--- config.mk ---
export PLATFORM = sky130hd
export DESIGN_NAME = hbs_status_regs
export DESIGN_NICKNAME = d
export VERILOG_FILES = /design/src/rtl/hbs_pkg.sv /design/src/rtl/hbs_rx_mem.sv /design/src/rtl/hbs_status_regs.sv
export VERILOG_INCLUDE_DIRS = /design/src /design/src/rtl
export SDC_FILE = /design/constraint.sdc
export NUM_CORES = 1
export LEC_CHECK = 0
export BUFFER_PORTS_ARGS = -buffer_cell sky130_fd_sc_hd__clkbuf_2
export CAP_MARGIN = 0
export CORE_AREA = 3 3 222 224
export CTS_BUF_LIST = sky130_fd_sc_hd__clkbuf_8 sky130_fd_sc_hd__clkbuf_16
export CTS_CLUSTER_DIAMETER = 30
export DETAILED_ROUTE_END_ITERATION = 8
export DIE_AREA = 0 0 225 227
export PLACE_DENSITY_LB_ADDON = 0.1
export SYNTH_ARGS = -nofsm -noshare
export SYNTH_HDL_FRONTEND = slang
export SYNTH_SLANG_ARGS = --single-unit
export TNS_END_PERCENT = 50
--- constraint.sdc ---
create_clock -name CLK -period 3.6 [get_ports CLK]
set_clock_uncertainty 0.05 [all_clocks]
set_input_delay 0.36 -clock CLK [delete_from_list [all_inputs] [get_ports CLK]]
set_output_delay 0.36 -clock CLK [all_outputs]
set_load 0.005 [all_outputs]
--- src/rtl/hbs_defines.svh ---
// register offsets, field positions, reset values for the code and packet status bank
// assumes: included by bare name, no other definitions of these macros
`ifndef HBS_DEFINES_SVH
`define HBS_DEFINES_SVH
`define HBS_OFF_RX_CODE      8'h04
`define HBS_OFF_RX_FIFO      8'h05
`define HBS_OFF_TX_STATUS    8'h06
`define HBS_BIT_LATCHED      7
`define HBS_BIT_NOW          6
`define HBS_BIT_TX_EMPTY     2
`define HBS_BIT_TX_FULL      1
`define HBS_BIT_TX_UNDERRUN  0
`define HBS_BIT_MASK_CODE    7
`define HBS_CODE_RESET       6'h3F
`define HBS_FIFO_DEPTH       64
`define HBS_FIFO_AW          6
`endif

--- src/rtl/hbs_pkg.sv ---
// types shared by the status bank, the far-end stand-in and the bench
// assumes: nothing beyond the compiler
package hbs_pkg;
  typedef struct packed {
    logic       valid;
    logic [5:0] code;
  } hbs_code_t;
  typedef struct packed {
    logic       rd;
    logic [7:0] addr;
  } hbs_host_t;
  typedef enum logic [2:0] {
    HBS_TX_IDLE  = 3'b001,
    HBS_TX_MSG   = 3'b010,
    HBS_TX_ABORT = 3'b100
  } hbs_tx_state_t;
endpackage

--- src/rtl/hbs_rx_mem.sv ---
// receive packet store: byte memory with registered read data
// assumes: single clock, caller never writes when full nor reads when empty
`timescale 1ns/1ps
module hbs_rx_mem #(
  parameter int DEPTH = 64,
  parameter int AW    = 6
) (
  input  wire logic         CLK,
  input  wire logic         NRST,
  input  wire logic         WR_EN,
  input  wire logic [AW-1:0] WR_ADDR,
  input  wire logic [7:0]   WR_DATA,
  input  wire logic [AW-1:0] RD_ADDR,
  output logic      [7:0]   RD_DATA
);
  logic [7:0] mem [DEPTH];
  always_ff @(posedge CLK) begin
    if (WR_EN) begin
      mem[WR_ADDR] <= WR_DATA;
    end
  end
  // read data always registered, so the port value is one cycle behind the pointer
  always_ff @(posedge CLK or negedge NRST) begin
    if (!NRST) begin
      RD_DATA <= 8'h00;
    end else begin
      RD_DATA <= mem[RD_ADDR];
    end
  end
endmodule

--- src/rtl/hbs_status_regs.sv ---
// code detector and packet controller status register bank
// assumes: host read strobe is one cycle per access, detector and packet engine share CLK
//
// How it works
// - real-time code seen flag follows detector
// - bit 7 latches the real-time flag
// - reading code register clears latched flag unless the real-time flag is still set
// - codeword bits 5..0, first bit in 0
// - codeword updates only on verified codes
// - reset loads codeword with all ones
// - underrun held until transmit status read
// - detector change of state raises event, masked only at CODE_IRQ
`timescale 1ns/1ps
`include "hbs_defines.svh"
module hbs_status_regs #(
  parameter int DEPTH = `HBS_FIFO_DEPTH,
  parameter int AW    = `HBS_FIFO_AW
) (
  input  wire logic               CLK,
  input  wire logic               NRST,
  input  wire hbs_pkg::hbs_host_t HOST,
  output logic      [7:0]         RD_DATA,
  input  wire logic               CODE_NOW,
  input  wire hbs_pkg::hbs_code_t CODE_IN,
  input  wire logic               RX_WR,
  input  wire logic [7:0]         RX_BYTE,
  output logic                    RX_READY,
  input  wire logic               TX_PUSH,
  input  wire logic               TX_MSG_END,
  input  wire logic               TX_POP,
  output logic                    TX_ABORT,
  input  wire logic               CODE_MASK,
  output logic                    CODE_EVENT,
  output logic                    CODE_IRQ
);
  import hbs_pkg::*;

  // ----------------------------------------
  // address decode
  // ----------------------------------------
  wire rd_code = HOST.rd && (HOST.addr == `HBS_OFF_RX_CODE);
  wire rd_fifo = HOST.rd && (HOST.addr == `HBS_OFF_RX_FIFO);
  wire rd_tx   = HOST.rd && (HOST.addr == `HBS_OFF_TX_STATUS);

  // ----------------------------------------
  // receive code register
  // ----------------------------------------
  logic [5:0] code_q;
  logic       now_q;
  logic       latched_q;
  logic       event_q;
  wire        latched_d = CODE_NOW | (latched_q & ~rd_code);
  wire        change    = CODE_NOW != now_q;
  always_ff @(posedge CLK or negedge NRST) begin
    if (!NRST) begin
      code_q    <= `HBS_CODE_RESET;
      now_q     <= 1'b0;
      latched_q <= 1'b0;
      event_q   <= 1'b0;
    end else begin
      if (CODE_IN.valid) begin
        code_q <= CODE_IN.code;
      end
      now_q     <= CODE_NOW;
      latched_q <= latched_d;
      event_q   <= change | (event_q & ~rd_code);
    end
  end
  assign CODE_EVENT = event_q;
  assign CODE_IRQ   = event_q & CODE_MASK;

  // ----------------------------------------
  // receive packet store
  // ----------------------------------------
  logic [AW:0]   rx_wp_q;
  logic [AW:0]   rx_rp_q;
  logic [7:0]    rx_rdata;
  wire           rx_empty = rx_wp_q == rx_rp_q;
  wire           rx_full  = (rx_wp_q[AW] != rx_rp_q[AW]) && (rx_wp_q[AW-1:0] == rx_rp_q[AW-1:0]);
  wire           rx_wen   = RX_WR && !rx_full;
  wire           rx_adv   = rd_fifo && !rx_empty;
  wire [AW:0]    rx_rp_d  = rx_rp_q + (AW+1)'(rx_adv);
  assign RX_READY = !rx_full;
  always_ff @(posedge CLK or negedge NRST) begin
    if (!NRST) begin
      rx_wp_q <= '0;
      rx_rp_q <= '0;
    end else begin
      rx_wp_q <= rx_wp_q + (AW+1)'(rx_wen);
      rx_rp_q <= rx_rp_d;
    end
  end
  // pointer one ahead lets the registered output already hold the oldest byte
  hbs_rx_mem #(.DEPTH(DEPTH), .AW(AW)) u_mem (
    .CLK     (CLK),
    .NRST    (NRST),
    .WR_EN   (rx_wen),
    .WR_ADDR (rx_wp_q[AW-1:0]),
    .WR_DATA (RX_BYTE),
    .RD_ADDR (rx_rp_d[AW-1:0]),
    .RD_DATA (rx_rdata)
  );

  // ----------------------------------------
  // transmit status
  // ----------------------------------------
  logic [AW:0]   tx_cnt_q;
  logic          udr_q;
  hbs_tx_state_t tx_st_q;
  hbs_tx_state_t tx_st_d;
  wire           tx_empty = tx_cnt_q == '0;
  wire           tx_full  = tx_cnt_q == (AW+1)'(DEPTH);
  wire           tx_in    = TX_PUSH && !tx_full;
  wire           tx_out   = TX_POP && !tx_empty;
  // running dry without a message end is the underrun
  wire           dry      = (tx_st_q == HBS_TX_MSG) && TX_POP && tx_empty && !TX_MSG_END;
  always_comb begin
    tx_st_d = tx_st_q;
    unique case (tx_st_q)
      HBS_TX_IDLE: begin
        if (tx_out) begin
          tx_st_d = HBS_TX_MSG;
        end
      end
      HBS_TX_MSG: begin
        if (TX_MSG_END) begin
          tx_st_d = HBS_TX_IDLE;
        end else if (dry) begin
          tx_st_d = HBS_TX_ABORT;
        end
      end
      HBS_TX_ABORT: begin
        tx_st_d = HBS_TX_IDLE;
      end
      default: tx_st_d = HBS_TX_IDLE;
    endcase
  end
  always_ff @(posedge CLK or negedge NRST) begin
    if (!NRST) begin
      tx_cnt_q <= '0;
      udr_q    <= 1'b0;
      tx_st_q  <= HBS_TX_IDLE;
    end else begin
      tx_cnt_q <= tx_cnt_q + (AW+1)'(tx_in) - (AW+1)'(tx_out);
      udr_q    <= dry | (udr_q & ~rd_tx);
      tx_st_q  <= tx_st_d;
    end
  end
  assign TX_ABORT = tx_st_q == HBS_TX_ABORT;

  // ----------------------------------------
  // read data
  // ----------------------------------------
  // unassigned transmit status bits read zero; the host ignores them anyway
  wire [7:0] code_word = {latched_q, now_q, code_q};
  wire [7:0] tx_word   = {5'h00, tx_empty, tx_full, udr_q};
  always_ff @(posedge CLK or negedge NRST) begin
    if (!NRST) begin
      RD_DATA <= 8'h00;
    end else if (rd_code) begin
      RD_DATA <= code_word;
    end else if (rd_fifo) begin
      RD_DATA <= rx_rdata;
    end else if (rd_tx) begin
      RD_DATA <= tx_word;
    end else if (HOST.rd) begin
      RD_DATA <= 8'h00;
    end
  end

  // ----------------------------------------
  // checks
  // ----------------------------------------
  property p_now;
    @(posedge CLK) disable iff (!NRST) 1'b1 |=> now_q == $past(CODE_NOW);
  endproperty
  a_now: assert property (p_now) else $error("real-time flag lags");
  property p_latch;
    @(posedge CLK) disable iff (!NRST) now_q |-> latched_q;
  endproperty
  a_latch: assert property (p_latch) else $error("latched flag missed");
  property p_clr;
    @(posedge CLK) disable iff (!NRST) rd_code && !CODE_NOW |=> !latched_q;
  endproperty
  a_clr: assert property (p_clr) else $error("latched flag not cleared");
  property p_code;
    @(posedge CLK) disable iff (!NRST) rd_code |=> RD_DATA[5:0] == $past(code_q);
  endproperty
  a_code: assert property (p_code) else $error("codeword read wrong");
  property p_hold;
    @(posedge CLK) disable iff (!NRST) !CODE_IN.valid |=> $stable(code_q);
  endproperty
  a_hold: assert property (p_hold) else $error("codeword changed");
  property p_udr;
    @(posedge CLK) disable iff (!NRST) udr_q && !rd_tx |=> udr_q;
  endproperty
  a_udr: assert property (p_udr) else $error("underrun lost");
  property p_abort;
    @(posedge CLK) disable iff (!NRST) dry |=> TX_ABORT && udr_q;
  endproperty
  a_abort: assert property (p_abort) else $error("no abort on underrun");
  property p_adv;
    @(posedge CLK) disable iff (!NRST) rd_fifo && !rx_empty |=> rx_rp_q == $past(rx_rp_q) + 1'b1;
  endproperty
  a_adv: assert property (p_adv) else $error("fifo not advanced");
  property p_evt;
    @(posedge CLK) disable iff (!NRST) change |=> CODE_EVENT;
  endproperty
  a_evt: assert property (p_evt) else $error("change event missed");
  property p_evt_clr;
    @(posedge CLK) disable iff (!NRST) rd_code && !change |=> !CODE_EVENT;
  endproperty
  a_evt_clr: assert property (p_evt_clr) else $error("change event not cleared");
  property p_load;
    @(posedge CLK) disable iff (!NRST) CODE_IN.valid |=> code_q == $past(CODE_IN.code);
  endproperty
  a_load: assert property (p_load) else $error("verified code not loaded");
  property p_tx_read;
    @(posedge CLK) disable iff (!NRST) rd_tx |=> RD_DATA == $past(tx_word);
  endproperty
  a_tx_read: assert property (p_tx_read) else $error("transmit status read wrong");
  property p_rx_stall;
    @(posedge CLK) disable iff (!NRST) rd_fifo && rx_empty |=> rx_rp_q == $past(rx_rp_q);
  endproperty
  a_rx_stall: assert property (p_rx_stall) else $error("empty store advanced");
endmodule

==> impl_results.md <==
* Sequential fraction of the synthesis area at 74.6%
* Highest Clock Rate at 0.291 GHz
* Sw Share at 22.3%
* I/O Pins at 44
* Hold Path Depth at 3
* GRT Total Usage at 20.9%
* Multi-input logic area at 5400 µm²
* Ys flop type: edfxtp_1
* Final period utilization at 95.4%
* DP HPWL at 32900 µm
* Clock slew at reported path FFs at 50 ps
* Post-synth EDFFs at 512
* Total grt overflow at 0
* CP arrival at 3890 ps
* Vias/cell at 5.48
* Die Y at 227 µm
* H-tree depth at 3
* RSZ-0062 raised after global routing: yes
* Min cycle time layout at 3440 ps
* Input/output buffers at 43
* Critical path type: register to register
* Post-synthesis instance area at 22300 µm²
* Starting density of the core at 46.9%
* CORE AREA at 47500 µm²
* Fillers at 3420
* Ys async rst share at 8.90%
* DRT Pass-1 Iters at 5
* Synth top area share at 68.9%
* Clock sink total at 562
* DRC violations left at 0
* Distinct cells, synth at 46
* Synth top area cells: edfxtp_1, mux4_2, dfrtp_1
* Area added between synthesis and finish at 26.8%
* Sequential power share at 38.5%
* Slew Limit Headroom at 26.1%
* Clock power share at 52.8%
* Final setup viols at 0
* Root Buffer: clkbuf_16
* Initial DRC count at 970
* Comb power frac at 8.7%
* Status: completed
* Reg2reg path depth at 13
* Row count at 80
* Static Leak at 10.1 nW
* Leading area contributor after synthesis: edfxtp_1
* Postcts setup bufs at 0
* Synthesized Nets at 1136
* Largest net degree at the start of global routing at 47
* Psw at 4.40 mW
* Worst-Skew Late Latency at 630 ps
* Fin nets at 1386
* Syn avg cell area at 20.5 µm²
* WP data required at 4060 ps
* Max_cap viols at 0
* WL/cell at 25.0 µm
* Worst-Margin Slew at 1110 ps
* Register area at 16600 µm²
* Endpoints failing hold at 0
* Layout cells sized above 1 at 35.9%
* Diode count at 0
* CP endpoint kind: register
* Longest Clk Path Bufs at 3
* Pwr Total at 19.7 mW
* Number of global-route vias before repair at 12000
* Finished Layout Cells at 2050
* Final Max Tran Viols at 0
* Dpl cells at 1830
* DRT antenna net count at 0
* Vias at 11200
* Worst IR Drop VDD at 433 µV
* Initial antenna violation count at 2
* Startpoint types: register
* Mapped Cells at 1090
* Total CTS buffers at 110
* CTS tree: built
* Final wirelength at 51300 µm
* Crit path max fanout at 14
* First-pass GRT wire length at 77100 µm
* Die W at 225 µm
* Int Pwr at 15.3 mW
* FF+latch count, synth at 562
* Full die area at 51100 µm²
* Worst Hold Class: input pin to register
* Ys Warns at 0
* Pwr Density at 698 nW/µm²
* RD Place Congestion at 0.805
[what timing repair did]
item,4_1_cts,5_1_grt
resized for setup,1,7
hold buffers,13,0
endpoints found under the hold margin,38,0
endpoints found under the setup margin,2,4
pin swaps,0,2
[cells in the mapped netlist (3+ instances only)]
master,n
ha_1,13
dfstp_2,7
mux4_2,128
mux2_2,6
clkbuf_1,11
a21o_1,3
nand2_1,18
nand3b_1,3
buf_1,7
buf_6,6
buf_4,10
and2_1,4
nand2_2,6
a22oi_1,21
mux2i_1,99
buf_2,15
inv_1,21
edfxtp_1,512
o21ai_1,5
dfrtp_1,43
xor2_1,12
a21oi_1,8
nor2_1,81
xnor2_1,11
nor2b_1,4
nand3_1,8
o22ai_1,3
[registers in the layout (all words and copies together) (netlist names)]
| signal | count |
|---|---|
| latched_q | 1 |
| u_mem.RD_DATA | 8 |
| code_q | 6 |
| tx_cnt_q | 7 |
| now_q | 1 |
| rx_rp_q | 7 |
| tx_st_q | 3 |
| CODE_EVENT | 1 |
| u_mem.mem | 512 |
| RD_DATA | 8 |
| udr_q | 1 |
| rx_wp_q | 7 |
[worst max-delay path: stages, from the launching register on]
cell	delay [ps]
dfrtp_1	390
xnor2_1	210
nand4_1	200
nor3_2	220
a21boi_1	140
ha_4	380
buf_12	200
buf_12	170
buf_4	170
mux4_2	500
mux2i_1	180
mux2i_2	120
a22oi_2	290
nand2_1	80
[cell families (layout without fill, tap and decap cells)]
group,Yosys count,count (layout),share of synthesized area (%)
AO/OA/AOI/OAI,46,46,1.38
XOR/XNOR,24,24,0.976
adder cells (fa/ha/maj),14,14,0.819
buffers and inverters,70,415,1.63
flip-flops,562,562,74.6
multiplexers,233,233,17.7
AND/OR/NAND/NOR,141,141,2.97
[cell usage in the layout, fill, tap and decap left out, types with 14 or more instances in the layout]
master	count
a22oi_1	18
buf_12	16
buf_4	114
bufinv_16	21
clkbuf_16	112
clkbuf_2	43
clkinv_1	14
clkinv_2	20
dfrtp_1	43
edfxtp_1	512
inv_1	38
mux2i_1	96
mux4_2	128
nand2_1	18
nor2_1	81
[power by group through the flow]
stage / clock [mW] / combinational [mW] / sequential [mW]
6_report: 10.4 / 1.72 / 7.60
5_1_grt: 10.9 / 1.89 / 7.62
4_1_cts: 10.6 / 1.74 / 7.60
3_5_place_dp: 0 / 1.72 / 7.71
3_3_place_gp: 0 / 1.70 / 7.71
2_1_floorplan: 0 / 1.07 / 7.66
[metrics by stage]
stage / hold slack [ps] / cell area [µm²] / setup WS [ps] / setup TNS [ps] / util [%]
3_5_place_dp: 416 / 24200 / -200 / -688 / 51.0
6_report: 43.3 / 28300 / 165 / 0 / 59.5
4_1_cts: 1.85 / 28200 / 3.28 / 0 / 59.4
5_1_grt: 41.0 / 28300 / -7.07 / -7.07 / 59.5
3_3_place_gp: 403 / 24200 / -170 / -479 / 51.0
2_1_floorplan: 14.4 / 22300 / 486 / 0 / -
[area by class of cell]
type                            count  area share, %
Clock inverter                     94           3.71
Tap cell                          615           2.72
Clock buffer                      113           9.96
Sequential cell                   562           58.8
Multi-Input combinational cell    458           19.1
Timing Repair Buffer              187           5.42
Inverter                           21          0.279
[routing by layer]
metal	routed length [µm]	track usage [%]	up-vias
met5	27	0	-
met4	1230	6.52	4
met3	2720	4.45	86
met2	24700	32.9	301
met1	22700	29.8	5877
li1	-	-	4959
[path summary, 6_finish.rpt]
path,from,slack [ps],to
setup / recovery,rx_rp_q[3]$_DFF_PN0_,160,u_mem.RD_DATA[2]$_DFF_PN0_
setup reg to reg,rx_rp_q[3]$_DFF_PN0_,160,u_mem.RD_DATA[2]$_DFF_PN0_
hold reg to reg,tx_st_q[2]$_DFFE_PN0P_,410,tx_st_q[1]$_DFFE_PN0P_
max in group asynchronous,NRST,2320,code_q[5]$_DFFE_PN1P_
hold / removal,HOST[8],40,RD_DATA[3]$_DFFE_PN0P_
min in group asynchronous,NRST,310,tx_cnt_q[2]$_DFF_PN0_
(Power assumes the default switching activity.)
